File: src/dep_check_params.svh
/*
 * Constants of the instruction group dependency checker: resource field
 * positions, widths and timing. Assumes inclusion by bare name.
 */
// What this block does
// - stacked registers see new frame after resize
// - reader after check load sees loaded value
// - non-branch branch-reg/pfs/frame writes visible to branch
// - non-fp predicate writes visible; fp-to-branch faults
// - disabled ordinary branches touch no resource
// - loop branches always read and write
// - indirect prediction hint reads its branch reg
// - nat collection RAW per bit; vs move faults
// - frame marker tracked as one resource
// - compares share predicate if all and/or
// - predicate zero WAW always allowed
// - mask-limited predicate moves; other WAW faults
// - fp status writes merge by bitwise OR
// - spill stores distinct nat bits; move faults
// - p63 branch read then loop write faults
// - first detected violation of a group raises a fault
// - fault lands on second operation
// - faults in order; suppressed by redirect between
// - nothing before entry point is checked
// - group ends at stop, taken branch, faults
// - predicate zero free of restrictions, reads one
`ifndef DEP_CHECK_PARAMS_SVH
`define DEP_CHECK_PARAMS_SVH

`define NUM_PRED 64
`define NUM_BR 8
`define NAT_BITS 64
`define FPS_BITS 16
`define PRED_LOOP 6'h3F
// Class codes carried in the instruction record
`define CMP_NONE 2'h0
`define CMP_AND 2'h1
`define CMP_OR 2'h2
`define CMP_PLAIN 2'h3
// Fault latency from issue to report, in ns and in cycles at 200 MHz
`define FAULT_LAT_NS 5
`define FAULT_LAT_CYC (((`FAULT_LAT_NS * 200) + 999) / 1000)

`endif

File: src/pred_waw_slice.sv
/*
 * One predicate's group state: written-by-type and read-by-branch flags.
 * Assumes the parent clears it on every group boundary.
 */
`timescale 1ns/100ps
`default_nettype none
`include "dep_check_params.svh"
module pred_waw_slice (
    input wire logic clk,
    input wire logic srst,
    input wire logic clear,
    input wire logic wr,
    input wire logic br_rd,
    input wire logic [1:0] cmp_type,
    input wire logic is_zero,
    output logic waw_bad,
    output logic written,
    output logic branch_read
);
    logic [1:0] type_ff;

    // The entry instruction's own write opens the new group state
    always_ff @(posedge clk) begin
        if (srst) begin
            written <= 1'b0;
            type_ff <= `CMP_NONE;
        end else if (clear || wr) begin
            written <= wr;
            type_ff <= wr ? cmp_type : `CMP_NONE;
        end
    end

    always_ff @(posedge clk) begin
        if (srst) begin
            branch_read <= 1'b0;
        end else if (clear || br_rd) begin
            branch_read <= br_rd;
        end
    end

    // Same and/or kind may merge; predicate zero never conflicts
    always_comb begin
        waw_bad = wr && written && !is_zero
            && !(type_ff == cmp_type && (cmp_type == `CMP_AND
            || cmp_type == `CMP_OR));
    end
endmodule // pred_waw_slice
`default_nettype wire

File: config.mk
export PLATFORM = sky130hd
export DESIGN_NAME = pred_waw_slice
export DESIGN_NICKNAME = d
export VERILOG_FILES = /design/src/pred_waw_slice.sv
export VERILOG_INCLUDE_DIRS = /design/src /design/src/src
export SDC_FILE = /design/constraint.sdc
export NUM_CORES = 1
export LEC_CHECK = 0
export BUFFER_PORTS_ARGS = -buffer_cell sky130_fd_sc_hd__buf_4
export CAP_MARGIN = 20
export CORE_AREA = 2 2 39 41
export CTS_CLUSTER_DIAMETER = 120
export DETAILED_ROUTE_END_ITERATION = 8
export DIE_AREA = 0 0 41 43
export PLACE_DENSITY_LB_ADDON = 0.3
export SLEW_MARGIN = 20
export SYNTH_ARGS = -nofsm -noshare
export SYNTH_HDL_FRONTEND = slang
export SYNTH_SLANG_ARGS = --single-unit
export TNS_END_PERCENT = 10
File: constraint.sdc
create_clock -name clk -period 0.85 [get_ports clk]
set_input_delay 0.085 -clock clk [delete_from_list [all_inputs] [get_ports clk]]
set_output_delay 0.085 -clock clk [all_outputs]
set_load 0.01 [all_outputs]
==> impl_results.md, run 1 <==
- Worst Hold Class: in2reg
- DR WL/cell: just over 10 um
- Reg-to-reg slack, setup: -0.05 ns
- Share of layout cells above drive strength 1: between 60% and 70%
- Worst setup SP type: register
- Max Slew Vio Count: 0
- Residual DRC: 0
- Static Leak: 0.152 nW
- Vias in the first global route: 202
- Critical path endpoint category: output pin
- Crit-path cells: nor4bb_4 > nor4_4 > buf_4
- Post-Syn Nets: 28
- Fin worst setup slack: -0.319 ns
- Total GRT Usage: 7.33%
- Yosys synthesis warning count: 0
- CTS tree: done
- Tcrit/Tclk final: 138%
- Total grt overflow: 0
- Clk_skew: 0 ns
- Initial Util: roughly an eighth
- Htree depth: 1
- WHS Path Cells: 2
- Port bufs: 10
- Die ar.: approximately 1800 um2
- Post-Syn Area: 175 um2
- Antenna cell count: 0
- Crit path from: type_ff[0]
- Worst-path maximum fanout: 3
- Sink Count: 4
- GPL Wtd Cong: 0.630
- FF-to-FF Start: type_ff[1]
- # rows: 14
- CP required: between 0.7 and 0.8 ns
- Unique masters post-synth: 8
- Fmax: about 860 MHz
- Worst Max-Slew Pin Slew: around 0.27 ns
- Initial antenna violation count: 0
- Setup violations, final: 4
- Syn Area/Cell: roughly 8.8 um2
- Final hold viol count: 0
- CP peak stage delay: 0.33 ns
- Most frequent cells in the layout: 10 x buf_4, 4 x a21oi_1, 3 x nand2_1, 3 x clkbuf_4, 3 x dfxtp_2
- Worst slack, placed: -0.151 ns
- Post-Synthesis Cells: 20
- Layout net count: 45
- Yosys reg bits: 4
- Overall Power: roughly 0.00055 W
- First-pass GRT wire length: 862 um
- Hold Crit Endpoint: type_ff[1]
- Clock latency on the worst-skew pair: 0.23 ns
- Max-cap violations: 0
- Maximum clock path buffer count: 2
- Seq/Total Area, Yosys: 45.7%
- Vias per cell: 3.86
- DR iter-0 viols: 2
- Slew margin rel.: 81.8%
- # IOs: 11
- Pwr dens: 1510 nW/um2
- Failing checks: setup timing
- Status: finished with violations
- Drt first pass iters: 2
- Total CTS buffers: 3
- Crit Reg-Reg Endpoint: type_ff[1]
- Kind of critical path: reg2out
- Core footprint: 1380 um2
- DR vias: 197
- Slowest CP cell: dfxtp_2
- Post-route antenna net violation count: 0
- Max VDD drop: between 1 and 1.5 mV
- Util after Layout: about a quarter
- TNS Setup: -0.425 ns
- Min-delay src: srst
- Area grow syn2layout: 108%
- Die X: 41 um
- Minimum clock period: 1.17 ns
- CP Data Arrival Time: 1.08 ns
- Reg2reg path depth: 2
- Most common cell after layout, fill and taps aside: buf_4
- CTS clk-pin slew, worst paths: 0.04 ns
- Post-Route WL: 530 um
- Clock Tree Root: clkbuf_4
- Die height: 43 um
- Unrepaired setup endpoints after global routing: true
- Largest net degree at the start of global routing: 7
==> synth_stat cells <==
cell | count | area, um2
a21oi_1 | 4 | 20.0
dfxtp_1 | 4 | 80.1
inv_1 | 2 | 7.51
nand2_1 | 3 | 11.3
nand2b_1 | 2 | 12.5
nor4_1 | 1 | 6.26
nor4bb_1 | 2 | 20.0
or3b_1 | 2 | 17.5
==> metal layers <==
layer	global-route usage [%]	share of wire (%)	routed length [um]	vias to the layer above
met4	0	0	0	0
met5	0	0	0	-
met2	10.0	38	201	14
li1	-	-	-	100
met3	6.28	13	70	0
met1	9.32	49	258	83
==> power by group <==
group,switching [W],leakage [nW],total [W],internal (W)
clock network,0.0000807,0.0138,0.000239,0.000158
registers,0.00000997,0.0342,0.000211,0.000201
logic,0.0000365,0.104,0.0000987,0.0000622
total,0.000127,0.152,0.000549,0.000422
==> repair_timing <==
action	4_1_cts	5_1_grt
pin swaps	4	0
buffers inserted	0	0
setup endpoints to repair	4	4
hold buffers	0	0
hold endpoints to repair	0	0
resized for setup	6	0
==> cell type report <==
type / instances / area, um2
fill: 152 / 1020
multi-input combinational: 14 / 133
timing repair buffer: 12 / 97.6
inverter: 2 / 7.51
clock buffer: 3 / 22.5
tap: 16 / 20.0
sequential: 4 / 83.8
==> worst max-delay path by stage <==
stage            endpoint  slack [ns]  cells past startpoint
2_1_floorplan  type_ff[0]      0.0009                      2
3_3_place_gp      waw_bad       -0.17                      3
3_5_place_dp      waw_bad       -0.15                      3
4_1_cts           waw_bad       -0.33                      3
5_1_grt           waw_bad       -0.39                      3
6_report          waw_bad       -0.32                      3
==> per-stage QoR <==
stage / std cells / hold slack (ns) / area (um2)
2_1_floorplan: 20 / 0.147 / 204
3_3_place_gp: 48 / 0.276 / 314
3_5_place_dp: 48 / 0.274 / 314
4_1_cts: 51 / 0.0253 / 364
5_1_grt: 51 / 0.0210 / 364
6_report: 51 / 0.0277 / 364
==> state kept, by name, indices dropped and copies added (netlist names) <==
register,flops
written,1
type_ff,2
branch_read,1
==> worst max-delay path: cells and delay by family, from the launching register on <==
kind	cells	cell delay [ns]
buf+inv	1	0.14
flops	1	0.33
simple gates	2	0.37
==> logic make-up after synthesis <==
logic type / share of synthesized area, %
AO/OA/AOI/OAI: 11.4
flip-flops: 45.7
buffers and inverters: 4.29
AND/OR/NAND/NOR: 38.6
No activity file was read; power rests on OpenSTA's default activity.
==> inputs of run 2 (changes only) <==
- ABC_AREA: not set -> 1
==> run 2 against run 1 <==
Effect of this change:
- the flow still finishes with violations (setup timing)
- maximum frequency rose by 16%
- register-to-register slack improved by 0.17 ns
- clock skew did not move
- critical path depth rose by 2
- critical path type unchanged
- highest routed layer unchanged
==> impl_results.md, run 2 <==
- Met2 wire len: 146 um
- Met3 routed WL: roughly 54 um
- CP Data Arrival Time: between 0.9 and 1 ns
- Util after Layout: 22.7%
- Overall Power: 0.000523 W
- Clock latency on the worst-skew pair: approximately 0.23 ns
- DR iter-0 viols: 1
- Most frequent cells in the layout: 10 x nand2_1, 10 x buf_4, 6 x nor2_1, 4 x inv_1, 4 x a21oi_1
- Critical path endpoint category: output pin
- Final non-filler cell area: 314 um2
- CTS clk-pin slew, worst paths: 0.04 ns
- Compound-Gate Fraction of Synth Area: 11.0%
- Hold Crit Endpoint: type_ff[1]
- Total GRT Usage: 6.53%
- Clock Tree Root: clkbuf_4
- Total grt overflow: 0
- Total CTS buffers: 3
- FF-to-FF Start: written
- Unique masters post-synth: 6
- # rows: 14
- Residual DRC: 0
- Worst-path maximum fanout: 2
- Post-route antenna net violation count: 0
- Setup violations, final: 2
- Max-cap violations: 0
- Placement Cell Area: approximately 280 um2
- Fmax: 989 MHz
- Post-Route WL: ~430 um
- WHS Path Cells: 2
- Crit-path cells: nand2_1 > nor2_1 > nand2_1 > nor2_2 > buf_4
- Min-delay src: srst
- Synth Area in Adders: 0%
- Highest Signal Layer: met3
- Top cells by area, synth: dfxtp_1 44%, nand2_1 21%, nor2_1 12%
- Vias in the first global route: 176
- M1 wire length: 232 um
- Max Slew Vio Count: 0
- CP required: approximately 0.76 ns
- Failing checks: setup timing
- Cell with the most instances after synthesis: nand2_1
- Unrepaired setup endpoints after global routing: true
- Clk_skew: 0 ns
- DR WL/cell: between 7 and 8 um
- Antenna cell count: 0
- Synth Area in Simple Gates: 36.6%
- Asr flop ratio synth: 0%
- Post-Synthesis Cells: 29
- Die height: 43 um
- Worst Hold Class: in2reg
- CP dominant cell by count: nand2_1
- Top reg by flops: type_ff
- Post-CTS Setup Repair Bufs: 0
- Main combinational cell family by area after synthesis: simple AND/OR/NAND/NOR gates
- Max VDD drop: 0.428 mV
- Port bufs: 10
- Worst setup SP type: register
- Minimum clock period: 1.01 ns
- Top cell type's share of synthesized area: 44.1%
- Initial Util: about an eighth
- Synth top cells by count: 10 x nand2_1, 6 x nor2_1, 4 x a21oi_1, 4 x dfxtp_1, 4 x inv_1
- Sequential power share: 39.7%
- First-pass GRT wire length: around 710 um
- Clock power frac: 45.2%
- Internal power: 0.000405 W
- Worst Max-Slew Pin Slew: 0.139 ns
- Vias per cell: around 3.6
- Die X: 41 um
- Combinational Power Share: 15.2%
- Status: finished with violations
- Hold slack: 0.0268 ns
- Slowest CP cell: dfxtp_2
- Yosys synthesis warning count: 0
- Max reg flops: 2
- CP peak stage delay: ~0.32 ns
- Area leader, netlist: dfxtp_1
- Syn Area/Cell: 6.26 um2
- Post-synth EDFFs: 0
- Static Leak: 0.158 nW
- Yosys reg bits: 4
- Die ar.: between 1500 and 2000 um2
- Fin worst setup slack: -0.161 ns
- Initial antenna violation count: 0
- Layout net count: 53
- # IOs: 11
- Pwr dens: 1660 nW/um2
- Share of layout cells above drive strength 1: 41.9%
- Largest net degree at the start of global routing: 6
- Final hold viol count: 0
- Synth Flop Type: dfxtp_1
- Drt first pass iters: 2
- Slew margin rel.: 90.7%
- Reg-to-reg slack, setup: 0.12 ns
- Post-Syn Nets: 37
- DR vias: 211
- Htree depth: 1
- Psw: 0.000118 W
- Core footprint: between 1000 and 1500 um2
- GPL Wtd Cong: 0.663
- Post-synthesis xor/xnor area fraction: 0%
- Post-Syn Area: 181 um2
- Post-synthesis mux area share: 0%
- CTS tree: done
- Maximum clock path buffer count: 2
- TNS Setup: -0.180 ns
- Switching Fraction: a little under a quarter
- Reg2reg path depth: 3
- Tcrit/Tclk final: 119%
- Largest regs: type_ff x2, branch_read x1, written x1
- Kind of critical path: reg2out
- Area grow syn2layout: 73.1%
- Crit Reg-Reg Endpoint: written
- Sink Count: 4
- Seq/Total Area, Yosys: around 44%
- Cts hold-fix bufs: 0
## run 2: timing repair
item / CTS / global route
gates resized for setup: 3 / 1
gates cloned: 0 / 0
pin swaps: 1 / 0
setup endpoints to repair: 2 / 2
## run 2: cell families after synthesis
logic type             after synthesis
DFF                                  4
and+or+nand+nor                     17
AOI/OAI and AO/OA                    4
buffers and inverters                4
## run 2: power groups by stage
stage                     Clock (W)  Sequential, W  Combinational [W]
after floorplan                   0       0.000211          0.0000234
after global placement            0       0.000208          0.0000785
after detailed placement          0       0.000208          0.0000782
after CTS                  0.000253       0.000207          0.0000808
after global routing       0.000273       0.000208          0.0000901
final                      0.000236       0.000207          0.0000793
## run 2: final cells by class
cell class              instances  area, um2
inverters                       4       15.0
repair buffers                 11       86.3
well taps                      16       20.0
clock buffers                   3       22.5
fillers                       175       1070
multi-input cells              21       86.3
flip-flops and latches          4       83.8
## run 2: how the worst max path moves through the flow
stage | from | to | slack, ns | depth (start not counted)
after floorplan | written | waw_bad | 0.08 | 4
after global placement | type_ff[0] | waw_bad | 0.07 | 5
after detailed placement | type_ff[0] | waw_bad | 0.06 | 5
after CTS | type_ff[0] | waw_bad | -0.18 | 5
after global routing | written | waw_bad | -0.26 | 5
final | written | waw_bad | -0.16 | 5
## run 2: through the flow
stage | worst slack, ns | cells
final | -0.161 | 59
after CTS | -0.184 | 59
after global placement | 0.0680 | 56
after floorplan | 0.0786 | 29
after detailed placement | 0.0558 | 56
after global routing | -0.263 | 59
## run 2: worst max-delay path: cells and delay by family, from the launching register on
kind	cells	cell delay, ns
flops	1	0.32
buf+inv	1	0.12
simple gates	4	0.27
## run 2: layer usage
| layer | global-route usage (%) | vias to the layer above |
|---|---|---|
| met5 | 0 | - |
| met3 | 3.14 | 0 |
| met1 | 9.03 | 85 |
| li1 | - | 115 |
| met2 | 5.94 | 11 |
| met4 | 8.00 | 0 |
==> inputs of run 3 (changes only) <==
- ABC_AREA: 1 -> not set
- PLACE_DENSITY: not set -> 0.44
- PLACE_DENSITY_LB_ADDON: 0.3 -> not set
==> run 3 against run 2 <==
Effect of this change:
- the flow still finishes with violations (setup timing)
- non-clock buffer count unchanged
- via count decreased by 4.7%
- hold slack gained 0.013 ns
- final cell count shrank 15%
- global-route usage grew 0.50 points
- critical path depth shrank 2
- sequential share of layout area decreased by 3.7 points
- sequential power about the same
- critical path type unchanged
==> impl_results.md, run 3 (synthesis results as in run 1) <==
- Status: finished with violations
- Failing checks: setup timing
- Crit path from: type_ff[0]
- Reg-to-reg slack, setup: -0.07 ns
- FF-to-FF Start: type_ff[1]
- Worst-path maximum fanout: 3
- Drt first pass iters: 2
- Critical path endpoint category: output pin
- GPL Wtd Cong: 0.594
- Clock latency on the worst-skew pair: between 0.2 and 0.25 ns
- Largest regs: type_ff x2, branch_read x1, written x1
- Initial Util: 12.7%
- Fin worst setup slack: -0.313 ns
- Fillers: 151
- Worst Hold Class: in2reg
- Post-Route WL: 518 um
- DR iter-0 viols: 4
- Slowest CP cell: dfxtp_2
- Residual DRC: 0
- Most frequent cells in the layout: 9 x buf_4, 3 x nand2_1, 3 x clkbuf_4, 3 x dfxtp_2
- Max VDD drop: about 0.36 mV
- TNS Setup: -0.433 ns
- Util after Layout: 26.3%
- Maximum clock path buffer count: 2
- Die ar.: 1760 um2
- DR vias: 201
- Final hold viol count: 0
- Most common cell after layout, fill and taps aside: buf_4
- # IOs: 11
- Post-route antenna net violation count: 0
- CP Data Arrival Time: 1.08 ns
- Clk_skew: 0 ns
- Htree depth: 1
- Buf+Inv Stages, Crit Path: 1
- Crit-path cells: nor4bb_4 > nor4_4 > buf_4
- Sink Count: 4
- Core footprint: 1380 um2
- WHS Path Cells: 2
- Max reg flops: 2
- Total GRT Usage: ~7.0%
- Total grt overflow: 0
- # rows: 14
- Area grow syn2layout: 108%
- Worst Max-Slew Pin Slew: about 0.26 ns
- Reg2reg path depth: 2
- Initial antenna violation count: 0
- Min-delay src: srst
- Kind of critical path: reg2out
- Vias in the first global route: approximately 220
- Tcrit/Tclk final: 137%
- Post-CTS Setup Repair Bufs: 0
- Pwr dens: between 1000 and 1500 nW/um2
- CP required: about 0.76 ns
- CTS clk-pin slew, worst paths: 0.03 ns
- Total CTS buffers: 3
- Static Leak: 0.147 nW
- Share of layout cells above drive strength 1: 64.7%
- Minimum clock period: between 1 and 1.5 ns
- Slew margin rel.: 82.5%
- Worst setup SP type: register
- Layout net count: 44
- Vias per cell: roughly 4
- Antenna cell count: 0
- Top reg by flops: type_ff
- First-pass GRT wire length: 779 um
- Unrepaired setup endpoints after global routing: true
- Largest net degree at the start of global routing: 7
- Hold Crit Endpoint: type_ff[0]
- Fmax: 860 MHz
- Placement Cell Area: approximately 310 um2
- Worst slack, placed: -0.150 ns
- CP top delay family: simple AND/OR/NAND/NOR gates
- Max-cap violations: 0
- CP peak stage delay: roughly 0.33 ns
- Final non-filler cell area: around 360 um2
- Die X: 41 um
- CTS tree: done
- Crit Reg-Reg Endpoint: type_ff[1]
- DR WL/cell: 10.4 um
- Max Slew Vio Count: 0
- Die height: around 43 um
- Port bufs: 10
- Setup violations, final: 3
- Clock Tree Root: clkbuf_4
[run 3: stage by stage]
stage | power, W | hold slack, ns | std cells
floorplan | 0.000238 | 0.147 | 20
global placement | 0.000290 | 0.266 | 47
detailed placement | 0.000293 | 0.270 | 47
CTS | 0.000552 | 0.0182 | 50
global route | 0.000565 | 0.0392 | 50
finish | 0.000538 | 0.0397 | 50
[run 3: where the power goes]
group / internal [W] / leakage [nW] / switching, W / total, W
Sequential: 0.000201 / 0.0342 / 0.00000891 / 0.000210
Clock: 0.000157 / 0.0138 / 0.0000712 / 0.000229
Combinational: 0.0000606 / 0.0989 / 0.0000382 / 0.0000988
Total: 0.000419 / 0.147 / 0.000118 / 0.000538
[run 3: repair_timing]
item                       CTS  global route
hold buffers                 0             0
pin swaps                    4             0
setup endpoints to repair    4             4
gates resized for setup      6             2
[run 3: worst max path at each step]
stage,slack [ns],depth (start not counted),to
floorplan,0.0009,2,type_ff[0]
global placement,-0.14,3,waw_bad
detailed placement,-0.15,3,waw_bad
CTS,-0.33,3,waw_bad
global route,-0.36,3,waw_bad
finish,-0.31,3,waw_bad
[run 3: cell type report]
cell class                 instances  area, um2  share of cell area [%]
timing repair buffer              11       90.1                    24.7
clock buffer                       3       22.5                    6.19
tap                               16       20.0                    5.50
sequential                         4       83.8                    23.0
multi-input combinational         14        140                    38.5
inverter                           2       7.51                    2.06
[run 3: per-layer routing]
metal | part of all wire (%) | track usage, % | vias to the layer above
li1 | - | - | 99
met2 | 59 | 10.0 | 7
met4 | 0 | 8.00 | 0
met1 | 34 | 6.43 | 95
met5 | 0 | 0 | -
met3 | 6.6 | 3.14 | 0
[run 3: worst reg2reg max path, stage by stage (launching register included)]
cell and delay [ns]:
dfxtp_2 0.35, or3b_1 0.37, a21oi_2 0.13
